`src/hw/postproc_defines.svh`:
```
// offsets, field positions, reset values and constants of the sample post-processing block
`ifndef POSTPROC_DEFINES_SVH
`define POSTPROC_DEFINES_SVH

// register indices; byte address is four times the index
`define IDX_GLOBAL_CTRL3   10'h003
`define IDX_GLOBAL_CTRL4   10'h004
`define IDX_CH16_GAINOFF   10'h037
`define IDX_CH16_MIRROR    10'h038
`define IDX_PATTERN_HPF    10'h039

// reset value of every register
`define REG_RESET          16'h0000

// field positions in the global control registers
`define BIT_GAIN_EN        12
`define BIT_OFFSET_EN      8
`define BIT_LANE_SEL       8

// field positions in the channel 16 gain/offset register
`define GAIN_MSB           15
`define GAIN_LSB           11
`define OFFSET_MSB         9
`define OFFSET_LSB         0

// field positions in the pattern/filter register
`define PRBS_TOP_BIT       15
`define PAT13_MSB          11
`define PAT13_LSB          9
`define PAT14_MSB          8
`define PAT14_LSB          6
`define HPF_K_MSB          4
`define HPF_K_LSB          1
`define HPF_EN_BIT         0

// datapath constants
`define GAIN_FRAC          12
`define GAIN_UNITY         16'h1000
`define HPF_FRAC           8
`define PRBS_SEED          23'h7fffff
`define SAMPLE_MAX         14'h1fff
`define SAMPLE_MIN         14'h2000

// bus answers
`define RESP_OKAY          2'h0
`define RESP_SLVERR        2'h2

`endif

```
`src/hw/postproc_pkg.sv`:
```
// types shared by the sample post-processing block
package postproc_pkg;

    // one signed adc sample
    typedef logic signed [13:0] sample_t;

    // per-lane test pattern codes
    typedef enum logic [2:0] {
        PAT_NORMAL = 3'b000,
        PAT_ZEROS  = 3'b001,
        PAT_ONES   = 3'b010,
        PAT_TOGGLE = 3'b011,
        PAT_RAMP   = 3'b100
    } pat_code_t;

endpackage

```
`src/hw/ch_postproc.sv`:
```
// channel 16 gain and offset, high-pass and test patterns for channels 13 to 16 behind an axi4-lite slave
//
// Function
// - channel 16 gain is code times 0.2 dB
// - gain code used only with gain enable
// - 10-bit signed offset, only with offset enable
// - per-lane prbs bits, only with lane select
// - lanes 13/14 pattern codes, only with select
// - high-pass enable bit switches all four channels
// - filter output 2^k/(2^k+1) times difference sum
// - k matters only while high-pass enabled
// - gain/offset register sits at index 0x37
//
// Design decision made here: register access over AXI4-Lite.
`timescale 1ns/1ps
`include "postproc_defines.svh"

module ch_postproc
    import postproc_pkg::*;
(
    input  wire logic        mclk,
    input  wire logic        rst_n,
    // axi4-lite slave
    input  wire logic [11:0] s_awaddr,
    input  wire logic        s_awvalid,
    output logic             s_awready,
    input  wire logic [31:0] s_wdata,
    input  wire logic [3:0]  s_wstrb,
    input  wire logic        s_wvalid,
    output logic             s_wready,
    output logic [1:0]       s_bresp,
    output logic             s_bvalid,
    input  wire logic        s_bready,
    input  wire logic [11:0] s_araddr,
    input  wire logic        s_arvalid,
    output logic             s_arready,
    output logic [31:0]      s_rdata,
    output logic [1:0]       s_rresp,
    output logic             s_rvalid,
    input  wire logic        s_rready,
    // sample stream, lane 13 in the low slice
    input  wire logic        sample_valid,
    input  wire logic [55:0] sample_in,
    output logic [55:0]      lane_out,
    output logic             lane_valid
);

    // ****************************************************
    // registers
    // ****************************************************
    logic [15:0] ctrl3_q;      // global gain/offset enables
    logic [15:0] ctrl4_q;      // per-lane pattern select
    logic [15:0] gainoff_q;    // channel 16 gain and offset
    logic [15:0] mirror_q;     // channel 16 offset mirror
    logic [15:0] pathpf_q;     // patterns and high-pass control

    // named fields
    logic        global_gain_enable;
    logic        global_offset_enable;
    logic        per_lane_pattern_select;
    logic [4:0]  ch16_gain_code;
    logic [9:0]  ch16_offset_value;
    logic [3:0]  group4_highpass_k;
    logic        group4_highpass_enable;
    pat_code_t   lane13_pattern_code;
    pat_code_t   lane14_pattern_code;

    assign global_gain_enable      = ctrl3_q[`BIT_GAIN_EN];
    assign global_offset_enable    = ctrl3_q[`BIT_OFFSET_EN];
    assign per_lane_pattern_select = ctrl4_q[`BIT_LANE_SEL];
    assign ch16_gain_code          = gainoff_q[`GAIN_MSB:`GAIN_LSB];
    // the mirror copy is storage only; software keeps both equal
    assign ch16_offset_value       = gainoff_q[`OFFSET_MSB:`OFFSET_LSB];
    assign group4_highpass_k       = pathpf_q[`HPF_K_MSB:`HPF_K_LSB];
    assign group4_highpass_enable  = pathpf_q[`HPF_EN_BIT];
    assign lane13_pattern_code     = pat_code_t'(pathpf_q[`PAT13_MSB:`PAT13_LSB]);
    assign lane14_pattern_code     = pat_code_t'(pathpf_q[`PAT14_MSB:`PAT14_LSB]);

    // ****************************************************
    // bus slave: write channel
    // ****************************************************
    logic        aw_hold_q;    // write address captured
    logic        w_hold_q;     // write data captured
    logic [9:0]  aw_idx_q;     // captured word index
    logic [15:0] wdata_q;      // captured low half of data
    logic [1:0]  wstrb_q;      // captured low byte enables
    logic        aw_take;
    logic        w_take;
    logic        wr_fire;
    logic        aw_hold_d;
    logic        w_hold_d;
    logic        wr_hit;

    assign aw_take   = s_awvalid && s_awready;
    assign w_take    = s_wvalid && s_wready;
    // the write lands only once the previous response is gone
    assign wr_fire   = aw_hold_q && w_hold_q && !s_bvalid;
    assign aw_hold_d = (aw_hold_q || aw_take) && !wr_fire;
    assign w_hold_d  = (w_hold_q || w_take) && !wr_fire;
    assign wr_hit    = aw_idx_q == `IDX_GLOBAL_CTRL3 || aw_idx_q == `IDX_GLOBAL_CTRL4 ||
                       aw_idx_q == `IDX_CH16_GAINOFF || aw_idx_q == `IDX_CH16_MIRROR ||
                       aw_idx_q == `IDX_PATTERN_HPF;

    // byte-lane merge of a write into a 16-bit register
    function automatic logic [15:0] merge(input logic [15:0] old, input logic [15:0] d,
                                          input logic [1:0] be);
        merge = {be[1] ? d[15:8] : old[15:8], be[0] ? d[7:0] : old[7:0]};
    endfunction

    // address and data hand-shakes, either order
    always_ff @(posedge mclk or negedge rst_n) begin
        if (!rst_n) begin
            aw_hold_q <= 1'b0;
            w_hold_q  <= 1'b0;
            s_awready <= 1'b0;
            s_wready  <= 1'b0;
            aw_idx_q  <= 10'h0;
            wdata_q   <= 16'h0;
            wstrb_q   <= 2'h0;
        end else begin
            aw_hold_q <= aw_hold_d;
            w_hold_q  <= w_hold_d;
            s_awready <= !aw_hold_d;
            s_wready  <= !w_hold_d;
            if (aw_take) begin
                aw_idx_q <= s_awaddr[11:2];
            end
            if (w_take) begin
                wdata_q <= s_wdata[15:0];
                wstrb_q <= s_wstrb[1:0];
            end
        end
    end

    // write response; unmapped addresses answer slverr
    always_ff @(posedge mclk or negedge rst_n) begin
        if (!rst_n) begin
            s_bvalid <= 1'b0;
            s_bresp  <= `RESP_OKAY;
        end else if (wr_fire) begin
            s_bvalid <= 1'b1;
            s_bresp  <= wr_hit ? `RESP_OKAY : `RESP_SLVERR;
        end else if (s_bready) begin
            s_bvalid <= 1'b0;
        end
    end

    // register storage; reserved bits are kept as written
    always_ff @(posedge mclk or negedge rst_n) begin
        if (!rst_n) begin
            ctrl3_q   <= `REG_RESET;
            ctrl4_q   <= `REG_RESET;
            gainoff_q <= `REG_RESET;
            mirror_q  <= `REG_RESET;
            pathpf_q  <= `REG_RESET;
        end else if (wr_fire) begin
            case (aw_idx_q)
                `IDX_GLOBAL_CTRL3: ctrl3_q   <= merge(ctrl3_q, wdata_q, wstrb_q);
                `IDX_GLOBAL_CTRL4: ctrl4_q   <= merge(ctrl4_q, wdata_q, wstrb_q);
                `IDX_CH16_GAINOFF: gainoff_q <= merge(gainoff_q, wdata_q, wstrb_q);
                `IDX_CH16_MIRROR:  mirror_q  <= merge(mirror_q, wdata_q, wstrb_q);
                `IDX_PATTERN_HPF:  pathpf_q  <= merge(pathpf_q, wdata_q, wstrb_q);
                default: ;
            endcase
        end
    end

    // ****************************************************
    // bus slave: read channel
    // ****************************************************
    logic [9:0]  ar_idx;
    logic [15:0] rd_word;
    logic        rd_hit;
    logic        ar_take;
    logic        rvalid_d;

    assign ar_idx   = s_araddr[11:2];
    assign ar_take  = s_arvalid && s_arready;
    assign rvalid_d = (s_rvalid && !s_rready) || ar_take;
    assign rd_hit   = ar_idx == `IDX_GLOBAL_CTRL3 || ar_idx == `IDX_GLOBAL_CTRL4 ||
                      ar_idx == `IDX_CH16_GAINOFF || ar_idx == `IDX_CH16_MIRROR ||
                      ar_idx == `IDX_PATTERN_HPF;
    assign rd_word  = (ar_idx == `IDX_GLOBAL_CTRL3) ? ctrl3_q   :
                      (ar_idx == `IDX_GLOBAL_CTRL4) ? ctrl4_q   :
                      (ar_idx == `IDX_CH16_GAINOFF) ? gainoff_q :
                      (ar_idx == `IDX_CH16_MIRROR)  ? mirror_q  :
                      (ar_idx == `IDX_PATTERN_HPF)  ? pathpf_q  : 16'h0;

    // one read in flight; data captured with the address
    always_ff @(posedge mclk or negedge rst_n) begin
        if (!rst_n) begin
            s_arready <= 1'b0;
            s_rvalid  <= 1'b0;
            s_rdata   <= 32'h0;
            s_rresp   <= `RESP_OKAY;
        end else begin
            s_arready <= !rvalid_d;
            s_rvalid  <= rvalid_d;
            if (ar_take) begin
                s_rdata <= {16'h0, rd_word};
                s_rresp <= rd_hit ? `RESP_OKAY : `RESP_SLVERR;
            end
        end
    end

    // ****************************************************
    // gain table: round(4096 * 10^(code*0.01))
    // ****************************************************
    function automatic logic [15:0] gain_lut(input logic [4:0] c);
        case (c)
            5'h00: gain_lut = 16'h1000;  5'h01: gain_lut = 16'h105f;
            5'h02: gain_lut = 16'h10c1;  5'h03: gain_lut = 16'h1125;
            5'h04: gain_lut = 16'h118b;  5'h05: gain_lut = 16'h11f4;
            5'h06: gain_lut = 16'h125f;  5'h07: gain_lut = 16'h12cc;
            5'h08: gain_lut = 16'h133c;  5'h09: gain_lut = 16'h13af;
            5'h0a: gain_lut = 16'h1425;  5'h0b: gain_lut = 16'h149d;
            5'h0c: gain_lut = 16'h1518;  5'h0d: gain_lut = 16'h1595;
            5'h0e: gain_lut = 16'h1616;  5'h0f: gain_lut = 16'h169a;
            5'h10: gain_lut = 16'h1721;  5'h11: gain_lut = 16'h17aa;
            5'h12: gain_lut = 16'h1838;  5'h13: gain_lut = 16'h18c8;
            5'h14: gain_lut = 16'h195c;  5'h15: gain_lut = 16'h19f3;
            5'h16: gain_lut = 16'h1a8e;  5'h17: gain_lut = 16'h1b2c;
            5'h18: gain_lut = 16'h1bce;  5'h19: gain_lut = 16'h1c74;
            5'h1a: gain_lut = 16'h1d1d;  5'h1b: gain_lut = 16'h1dcb;
            5'h1c: gain_lut = 16'h1e7d;  5'h1d: gain_lut = 16'h1f33;
            5'h1e: gain_lut = 16'h1fed;  default: gain_lut = 16'h20ab;
        endcase
    endfunction

    // ****************************************************
    // channel 16 gain and offset
    // ****************************************************
    logic [3:0]         hpf_valid;   // per-channel filter strobe
    sample_t            hpf_y [4];   // filter outputs
    logic [15:0]        gain_mult;   // q4.12 multiplier
    logic signed [30:0] gain_prod;
    logic signed [31:0] go_sum;
    sample_t            ch16_go;     // after gain and offset

    // clear enable falls back to unity gain and zero offset
    assign gain_mult = global_gain_enable ? gain_lut(ch16_gain_code) : `GAIN_UNITY;
    assign gain_prod = hpf_y[3] * $signed({1'b0, gain_mult});
    assign go_sum    = 32'(gain_prod >>> `GAIN_FRAC) +
                       (global_offset_enable ? 32'(signed'(ch16_offset_value)) : 32'sh0);
    // clamp instead of wrap so large offsets do not fold over
    assign ch16_go   = (go_sum > 32'sh1fff)  ? sample_t'(`SAMPLE_MAX) :
                       (go_sum < -32'sh2000) ? sample_t'(`SAMPLE_MIN) : go_sum[13:0];

    // ****************************************************
    // pattern sources, shared by all lanes
    // ****************************************************
    logic [22:0] prbs_q;     // x^23 + x^18 + 1
    logic        toggle_q;   // alternating word select
    logic [13:0] ramp_q;     // ramp pattern counter

    // patterns advance once per sample
    always_ff @(posedge mclk or negedge rst_n) begin
        if (!rst_n) begin
            prbs_q   <= `PRBS_SEED;
            toggle_q <= 1'b0;
            ramp_q   <= 14'h0;
        end else if (hpf_valid[0]) begin
            prbs_q   <= {prbs_q[21:0], prbs_q[22] ^ prbs_q[17]};
            toggle_q <= !toggle_q;
            ramp_q   <= ramp_q + 14'h1;
        end
    end

    // ****************************************************
    // per-channel filter and lane selection
    // ****************************************************
    logic [55:0] lane_d;

    genvar i;
    generate
        for (i = 0; i < 4; i++) begin : g_lane
            sample_t   data_i;   // filtered, gain/offset on ch16
            pat_code_t code_i;   // pattern code for this lane
            sample_t   pat_i;    // coded pattern word

            hpf_stage u_hpf (
                .mclk    (mclk),
                .rst_n   (rst_n),
                .en      (group4_highpass_enable),
                .k       (group4_highpass_k),
                .valid   (sample_valid),
                .x       (sample_in[i*14 +: 14]),
                .y       (hpf_y[i]),
                .y_valid (hpf_valid[i])
            );

            assign data_i = (i == 3) ? ch16_go : hpf_y[i];
            // only lanes 13 and 14 carry a code in this block
            assign code_i = (i == 0) ? lane13_pattern_code :
                            (i == 1) ? lane14_pattern_code : PAT_NORMAL;
            assign pat_i  = (code_i == PAT_ZEROS)  ? 14'h0000 :
                            (code_i == PAT_ONES)   ? 14'h3fff :
                            (code_i == PAT_TOGGLE) ? (toggle_q ? 14'h2aaa : 14'h1555) :
                            (code_i == PAT_RAMP)   ? ramp_q : data_i;
            // prbs outranks the code; both need lane select
            assign lane_d[i*14 +: 14] =
                !per_lane_pattern_select         ? data_i :
                pathpf_q[`PRBS_TOP_BIT - i]      ? prbs_q[13:0] :
                pat_i;
        end
    endgenerate

    // output lanes, one cycle after the filter
    always_ff @(posedge mclk or negedge rst_n) begin
        if (!rst_n) begin
            lane_out   <= 56'h0;
            lane_valid <= 1'b0;
        end else begin
            lane_valid <= hpf_valid[0];
            if (hpf_valid[0]) begin
                lane_out <= lane_d;
            end
        end
    end
endmodule

```
`src/hw/hpf_stage.sv`:
```
// first-order digital high-pass stage for one channel
`timescale 1ns/1ps
`include "postproc_defines.svh"

module hpf_stage
    import postproc_pkg::*;
(
    input  wire logic        mclk,
    input  wire logic        rst_n,
    input  wire logic        en,
    input  wire logic [3:0]  k,
    input  wire logic        valid,
    input  wire sample_t     x,
    output sample_t          y,
    output logic             y_valid
);

    // ****************************************************
    // filter arithmetic
    // ****************************************************
    logic signed [25:0] x_full;   // input with fraction bits
    logic signed [25:0] xp_q;     // previous input
    logic signed [25:0] yp_q;     // previous output, full precision
    logic signed [25:0] sum;      // x(n) - x(n-1) + y(n-1)
    logic signed [25:0] y_d;      // scaled by 2^k/(2^k+1)
    logic signed [17:0] y_int;    // integer part before clamp
    logic        [4:0]  k2;       // second series shift
    sample_t            y_sat;    // clamped output

    assign x_full = {{4{x[13]}}, x, 8'h00};
    assign sum    = x_full - xp_q + yp_q;
    assign k2     = {k, 1'b0};
    // series 1 - 2^-k + 2^-2k; the remaining error stays below 2^-3k
    assign y_d    = sum - (sum >>> k) + (sum >>> k2);
    assign y_int  = y_d[25:`HPF_FRAC];
    assign y_sat  = (y_int > 18'sh01fff)  ? sample_t'(`SAMPLE_MAX) :
                    (y_int < -18'sh02000) ? sample_t'(`SAMPLE_MIN) : y_int[13:0];

    // ****************************************************
    // state and output registers
    // ****************************************************
    // when disabled the sample passes unchanged and k has no effect
    always_ff @(posedge mclk or negedge rst_n) begin
        if (!rst_n) begin
            xp_q    <= 26'sh0;
            yp_q    <= 26'sh0;
            y       <= 14'sh0;
            y_valid <= 1'b0;
        end else begin
            y_valid <= valid;
            if (valid && en) begin
                xp_q <= x_full;
                yp_q <= y_d;
                y    <= y_sat;
            end else if (valid) begin
                // history cleared so enabling starts from rest
                xp_q <= 26'sh0;
                yp_q <= 26'sh0;
                y    <= x;
            end
        end
    end
endmodule

```
`config.mk`:
```
export PLATFORM = sky130hd
export DESIGN_NAME = ch_postproc
export DESIGN_NICKNAME = d
export VERILOG_FILES = /design/src/hw/postproc_pkg.sv /design/src/hw/ch_postproc.sv /design/src/hw/hpf_stage.sv
export VERILOG_INCLUDE_DIRS = /design/src /design/src/hw
export SDC_FILE = /design/constraint.sdc
export NUM_CORES = 2
export LEC_CHECK = 0
export BUFFER_PORTS_ARGS = -buffer_cell sky130_fd_sc_hd__buf_4
export CORE_UTILIZATION = 40
export CTS_BUF_LIST = sky130_fd_sc_hd__clkbuf_8
export CTS_CLUSTER_DIAMETER = 30
export DETAILED_ROUTE_END_ITERATION = 12
export PLACE_DENSITY = 0.57
export SETUP_SLACK_MARGIN = 0.1
export SLEW_MARGIN = 20
export SYNTH_ARGS = -nofsm -noshare
export SYNTH_HDL_FRONTEND = slang
export SYNTH_SLANG_ARGS = --single-unit
export TNS_END_PERCENT = 30
```
`constraint.sdc`:
```
create_clock -name mclk -period 15.5 [get_ports mclk]
set_input_delay 1.55 -clock mclk [delete_from_list [all_inputs] [get_ports mclk]]
set_output_delay 1.55 -clock mclk [all_outputs]
set_load 0.02 [all_outputs]
```
==> After elaboration in Yosys (flattened, before gate mapping) <==
Memory sizes are Yosys's and may differ from the RTL's.
Index checks and enable logic that the tools add are counted.
{ "op_classes": {"add_sub_neg": 18, "n_reduce_logical": 39, "bitwise_logic": 1, "multipliers": 1, "muxes": 55, "shift": 8, "n_eq_ne": 18, "magnitude_cmp": 10} }
{ "op_table": {"columns": ["cell", "count"], "rows": [
  ["2-to-1 mux 14 bit", 35],
  ["2-to-1 mux 26 bit", 9],
  ["adder 26 bit", 8],
  [">>> shifter 26 x 4 -> 26 bit", 4],
  [">>> shifter 26 x 5 -> 26 bit", 4],
  ["subtractor 22 x 26 -> 26 bit", 4],
  ["subtractor 26 bit", 4],
  ["2-to-1 mux 16 bit", 6],
  ["greater-than comparator 18 x 14 -> 1 bit, second input constant", 4],
  ["< comparator 18 x 14 -> 1 bit, second input constant", 4],
  ["equality test 10 x 6 -> 1 bit, second input constant", 6],
  ["adder 19 x 32 -> 32 bit", 1],
  ["greater-than comparator 32 x 14 -> 1 bit, second input constant", 1],
  ["< comparator 32 x 14 -> 1 bit, second input constant", 1],
  ["2-to-1 mux 32 bit", 1],
  ["multiplier 14 x 17 -> 31 bit", 1],
  ["AND reduction 3 bit", 10],
  ["equality test 10 x 2 -> 1 bit, second input constant", 2],
  ["equality test 10 x 3 -> 1 bit, second input constant", 2],
  ["adder 14 x 1 -> 14 bit, second input constant", 1],
  ["equality test 3 x 2 -> 1 bit, second input constant", 4],
  ["logical OR 1 bit", 11],
  ["logical AND 1 bit", 9],
  ["logical NOT 1 bit", 7],
  ["other kinds (6)", 11]
]} }
{ "totals": {"reg_bits": 495, "n_memories": 1, "rom_bits": 448, "output_inout_bits": 98} }
{ "mem_list": {"columns": ["memory", "depth", "word_bits", "rd", "rd_ports_with_merged_regs", "write_ports", "line_no", "source"], "rows": [
  ["(no name shown)", 32, 14, 1, 0, 0, "ch_postproc.sv:210", "case (c)"]
]} }

==> Longest topological paths before layout <==
{ "depth": {"word_depth": 9, "mapped_depth": 43, "mapped_depth_nobuf": 40} }

==> Hierarchy <==
A second synthesis with hierarchy kept.
{ "unflattened": {"cells_unflattened": 6220, "area_unflattened_um2": 52454.1} }
{ "modules_own_cells": {"columns": ["module", "instances", "seq_area_each_um2", "cells_per_inst", "area_per_inst_um2"], "rows": [
  ["ch_postproc", 1, 5734.2, 1971, 19403.6],
  ["hpf_stage (g_lane[1].u_hpf ...)", 2, 1376.3, 1060, 8202.9],
  ["hpf_stage (g_lane[0].u_hpf)", 1, 1376.3, 1090, 8393.0],
  ["hpf_stage (g_lane[3].u_hpf)", 1, 1376.3, 1039, 8251.7]
]} }

==> Worst setup path before layout <==
OpenSTA, ideal clock, no wires.
{ "synth_timing": {"path_type": "register to register", "start": "register gainoff_q[13]", "end": "register lane_out[45]", "synth_period_minus_slack_ns": 9.608, "arrival_time_ns": 9.482, "path_stages_with_launch": 40, "required_time_ns": 15.374, "slack_ns": 5.892, "setup_time_ns": 0.126, "path_cell_list": "dfrtp_1 > clkbuf_1 > clkbuf_1 > buf_1 > a21oi_1 > a311oi_1 > a211oi_1 > clkbuf_1 > and2_1 > fa_1 > inv_1 > fa_1 > inv_1 > fa_1 > inv_1 > fa_1 > inv_1 > fa_1 > [4 not listed] > a21o_1 > a2111oi_0 > a21oi_1 > o21a_1 > a21oi_1 > o21ai_0 > o31a_1 > xor2_1 > ha_1 > a21oi_1 > nor2_1 > nor2_1 > o21ai_0 > or3_1 > a2111oi_0 > a32o_1 > buf_2 > o22ai_1"} }
{ "synth_between": {"elab_chain_len": 9} }
{ "synth_rtl": {"columns": ["element", "line_no", "source"], "rows": [
  ["start: declaration", "ch_postproc.sv:53", "logic [15:0] gainoff_q;"],
  ["start signal: assignment", "ch_postproc.sv:153", "gainoff_q <= `REG_RESET;"],
  ["start signal: assignment", "ch_postproc.sv:160", "`IDX_CH16_GAINOFF: gainoff_q <= merge(gainoff_q, wdata_q, wstrb_q);"],
  ["memory (32 x 14 bit) (*)", null, null],
  ["2-to-1 mux 16 bit (no line) (*)", null, null],
  ["multiplier 14 x 17 -> 31 bit (*)", "ch_postproc.sv:242", "assign gain_prod = hpf_y[3] * $signed({1'b0, gain_mult});"],
  ["adder 19 x 32 -> 32 bit (*)", "ch_postproc.sv:243", "assign go_sum = 32'(gain_prod >>> `GAIN_FRAC) +"],
  ["< comparator 32 x 14 -> 1 bit", "ch_postproc.sv:247", "(go_sum < -32'sh2000) ? sample_t'(`SAMPLE_MIN) : go_sum[13:0];"],
  ["2-to-1 mux 14 bit", "ch_postproc.sv:247", null],
  ["2-to-1 mux 14 bit (*)", "ch_postproc.sv:246", "assign ch16_go = (go_sum > 32'sh1fff) ? sample_t'(`SAMPLE_MAX) :"],
  ["2-to-1 mux 14 bit", "ch_postproc.sv:303", "pathpf_q[`PRBS_TOP_BIT - i] ? prbs_q[13:0] :"],
  ["2-to-1 mux 14 bit (*)", "ch_postproc.sv:302", "!per_lane_pattern_select ? data_i :"],
  ["end signal: assignment", "ch_postproc.sv:316", "lane_out <= lane_d;"],
  ["end: declaration", "ch_postproc.sv:44", "output logic [55:0] lane_out,"]
]} }
Mark *: on every way between the ends. The rest lies on a longest branch, timed or not.
A chain may end at the register's enable or synchronous reset.

==> Worst setup path in the final report <==
{ "layout_timing": {"start": "register gainoff_q[12]", "end": "register lane_out[49]"} }
The elaborated chain is that of the path after synthesis.

==> results.txt <==
buffer count from post-CTS setup fixing: 0
Yosys top cell area share: 0.2087
detailed-routing iteration count for the pre-antenna-repair pass: 7
# resized after CTS: 0
leading register cell type out of synthesis: sky130_fd_sc_hd__dfrtp_1
clk root buf: sky130_fd_sc_hd__clkbuf_8
I/O Pins: 222
maximum number of pins on one net before global-route repair: 163
number of failing setup endpoints in the final timing report: 0
CP dominant cell by count: sky130_fd_sc_hd__fa_1
largest driver fanout on the critical path: 13
Total Die Area: 127900 um2
number of design rule violations left after detail routing: 0
Die Y: 357.6 um
internal power of the cells: 4.250 mW
detailed-route vias per instance: 5.870
number of warnings reported in the yosys synthesis log: 0
Clock H-tree levels: 4
required time worst endpoint: 16190 ps
antenna violations before repair: 3
Routed Antenna Nets: 0
final setup margin: 3948 ps
vias post-DR: 44840
hold-fix buffers at CTS: 0
number of buffers inserted during clock tree synthesis: 136
Skew-Pair Late Insertion Delay: 880 ps
ratio of cells with drive above 1 in the final layout: 0.1469
Design Area, Final: 56550 um2
clock input transition at the sequential cells of the worst setup and hold paths: 50 ps
post-placement setup slack: 3952 ps
clock power share: 0.261
Worst R2R Setup Slack: 3950 ps
final hold violations: 0
post-layout minimum cycle time: 11550 ps
overall overflow remaining after global route: 0
number of global-route vias before repair: 44290
area added between synthesis and finish: 11.79%
setup repair after global routing missed its margin: false
worst relative slew slack: 0.2387
number of enable-type register cells in the synthesized netlist: 0
combined global-route utilization of all metal layers: 0.2586
total power consumption of the routed design: 7.817 mW
fin. max-slew vios: 0
Setup TNS Final: 0 ps
class of the most critical setup path: flip-flop to flip-flop
cell accounting for the most synthesized area: sky130_fd_sc_hd__dfrtp_1
Switching Fraction: 0.4563
leading cell type in the layout, fill and taps excluded: sky130_fd_sc_hd__inv_1
worst voltage drop across the vdd grid: 0.1023 mV
Leakage Power: 26.41 nW
overall routed net length: 166.2 mm
logic gate share of total power: 0.537
CTS tree: yes
NumNets Final: 6655
sequential share of power: 0.202
clock tree sinks: 445
number of synthesized register bits: 445
starting utilization of the core area: 0.4029
path category of the worst min-delay check: flip-flop to flip-flop
final cell utilization of the core: 0.4504
Bufs on Longest Clock Path: 3
sequential-to-total area share from yosys stat: 0.2207
Critical Path AT: 12240 ps
Critical Path Start Type: flip-flop
row count: 130
ys async rst share: 1.000
ratio of final minimum period to clock period: 0.7453
Worst-Margin Slew: 1138 ps
Setup crit end kind: flip-flop
cell with the biggest individual delay on the critical path: sky130_fd_sc_hd__a2111oi_0
routability congestion estimate: 0.9362
highest clock frequency the design can meet: 86.57 MHz
count of input and output buffers: 181
dpl hpwl: 124.1 mm
Net Switching: 3.567 mW
average wire per cell in the routed design: 21.77 um
wire length of the first global-routing pass: 259.7 mm
power density cells: 138.2 nW/um2
worst hold slack across all endpoints: 482.4 ps
Area contributors post-synth: sky130_fd_sc_hd__dfrtp_1, sky130_fd_sc_hd__fa_1, sky130_fd_sc_hd__ha_1
maximum cell stage delay along the critical path: 810 ps
instance area after placement: 53260 um2
clk_skew: 49.15 ps
Post-Syn Area per Cell: 8.712 um2
number of unique standard cell types used by synthesis: 115
Max Cap Viol: 0
number of standard cells in the final layout excluding fillers: 7638
result of the run: completed
commonest cells after routing, fill and taps aside: sky130_fd_sc_hd__inv_1, sky130_fd_sc_hd__nand2_1, sky130_fd_sc_hd__dfrtp_1, sky130_fd_sc_hd__nor2_1, sky130_fd_sc_hd__a21oi_1
Die Span X: 357.6 um
Iter 0 DRT Violations: 4037
instance count of the mapped netlist: 5807
CORE AREA: 125600 um2
dpl cells: 7388
netlist area before placement: 50590 um2
-- cell families (layout without fill, tap and decap cells) --
logic type	after synthesis	after routing	share of synthesized area
adder cells (fa/ha/maj)	655	655	0.2074
AO/OA/AOI/OAI	1751	1751	0.2315
AND/OR/NAND/NOR	1438	1438	0.1321
buffers and inverters	930	1091	0.07269
XOR/XNOR	209	209	0.03853
other	1	21	0.00007412
flip-flops	445	445	0.2207
multiplexers	378	378	0.09702
-- worst paths after layout --
path	cells past startpoint	startpoint	end
min in group asynchronous	1	rst_n	aw_idx_q[6]$_DFFE_PN0P_
max reg2reg	36	gainoff_q[12]$_DFFE_PN0P_	lane_out[49]$_DFFE_PN0P_
min reg2reg	2	s_rdata[3]$_DFFE_PN0P_	s_rdata[3]$_DFFE_PN0P_
max	36	gainoff_q[12]$_DFFE_PN0P_	lane_out[49]$_DFFE_PN0P_
min	2	s_rdata[3]$_DFFE_PN0P_	s_rdata[3]$_DFFE_PN0P_
max in group asynchronous	4	rst_n	g_lane[3].u_hpf.yp_q[21]$_DFFE_PN0P_
-- synth_stat cells, types with 23 or more instances --
| cell | instances |
|---|---|
| sky130_fd_sc_hd__and2_1 | 113 |
| sky130_fd_sc_hd__clkbuf_1 | 242 |
| sky130_fd_sc_hd__inv_1 | 582 |
| sky130_fd_sc_hd__o21a_1 | 44 |
| sky130_fd_sc_hd__a211oi_1 | 110 |
| sky130_fd_sc_hd__ha_1 | 349 |
| sky130_fd_sc_hd__o32a_1 | 27 |
| sky130_fd_sc_hd__nor2b_1 | 33 |
| sky130_fd_sc_hd__a31oi_1 | 49 |
| sky130_fd_sc_hd__dfstp_2 | 23 |
| sky130_fd_sc_hd__mux2_2 | 205 |
| sky130_fd_sc_hd__a22oi_1 | 36 |
| sky130_fd_sc_hd__dfrtp_1 | 422 |
| sky130_fd_sc_hd__o21ai_0 | 363 |
| sky130_fd_sc_hd__nand2b_1 | 50 |
| sky130_fd_sc_hd__a221oi_1 | 40 |
| sky130_fd_sc_hd__a21oi_1 | 385 |
| sky130_fd_sc_hd__o211ai_1 | 78 |
| sky130_fd_sc_hd__xor2_1 | 82 |
| sky130_fd_sc_hd__buf_1 | 53 |
| sky130_fd_sc_hd__nand3_1 | 60 |
| sky130_fd_sc_hd__mux4_2 | 69 |
| sky130_fd_sc_hd__o31ai_1 | 29 |
| sky130_fd_sc_hd__a21o_1 | 145 |
| sky130_fd_sc_hd__and3_1 | 71 |
| sky130_fd_sc_hd__fa_1 | 306 |
| sky130_fd_sc_hd__xnor2_1 | 117 |
| sky130_fd_sc_hd__nor2_1 | 402 |
| sky130_fd_sc_hd__nand2_1 | 496 |
| sky130_fd_sc_hd__mux2i_1 | 103 |
| sky130_fd_sc_hd__o2bb2ai_1 | 59 |
| sky130_fd_sc_hd__a211o_1 | 29 |
| sky130_fd_sc_hd__nand4_1 | 33 |
| sky130_fd_sc_hd__nor3_1 | 75 |
| sky130_fd_sc_hd__o22ai_1 | 86 |
| sky130_fd_sc_hd__o21bai_1 | 41 |
-- critical path, delay by kind of cell, from the launching register on --
| kind | cells | cell delay, ps |
|---|---|---|
| AND/OR/NAND/NOR | 7 | 750 |
| AO/OA/AOI/OAI | 17 | 5450 |
| flip-flops | 1 | 640 |
| XOR/XNOR | 1 | 130 |
| buffers and inverters | 2 | 360 |
| adder cells (fa/ha/maj) | 9 | 4010 |
-- routing by layer --
| layer | up-vias | GRT usage | share of wire |
|---|---|---|---|
| li1 | 20890 | - | - |
| met1 | 22140 | 0.3455 | 0.43 |
| met2 | 1521 | 0.4269 | 0.47 |
| met3 | 280 | 0.04824 | 0.066 |
| met4 | 4 | 0.07089 | 0.025 |
| met5 | - | 0 | 0.00017 |
-- state kept, by name, indices dropped and copies added, names as in the netlist, 23 cells and up --
name,flops
g_lane.u_hpf.xp_q,56
g_lane.u_hpf.y,56
g_lane.u_hpf.yp_q,104
lane_out,56
prbs_q,23
-- cell type report --
class                      count  area [um2]
antenna                        3       7.507
clock buffer                 164        2257
clock inverter                83        1030
fill                       12360       69020
inverter                     594        2241
multi-input combinational   4449       35870
sequential                   445       11190
tap                         1650        2064
timing repair buffer         250        1901
-- power groups by stage --
stage	sequential (mW)	clock [mW]	combinational, mW
3_5_place_dp	1.59	0	4.14
5_1_grt	1.60	2.15	4.62
4_1_cts	1.58	2.08	4.17
3_3_place_gp	1.59	0	4.12
2_1_floorplan	1.48	0	3.04
6_report	1.58	2.04	4.20
(Power assumes the default switching activity.)
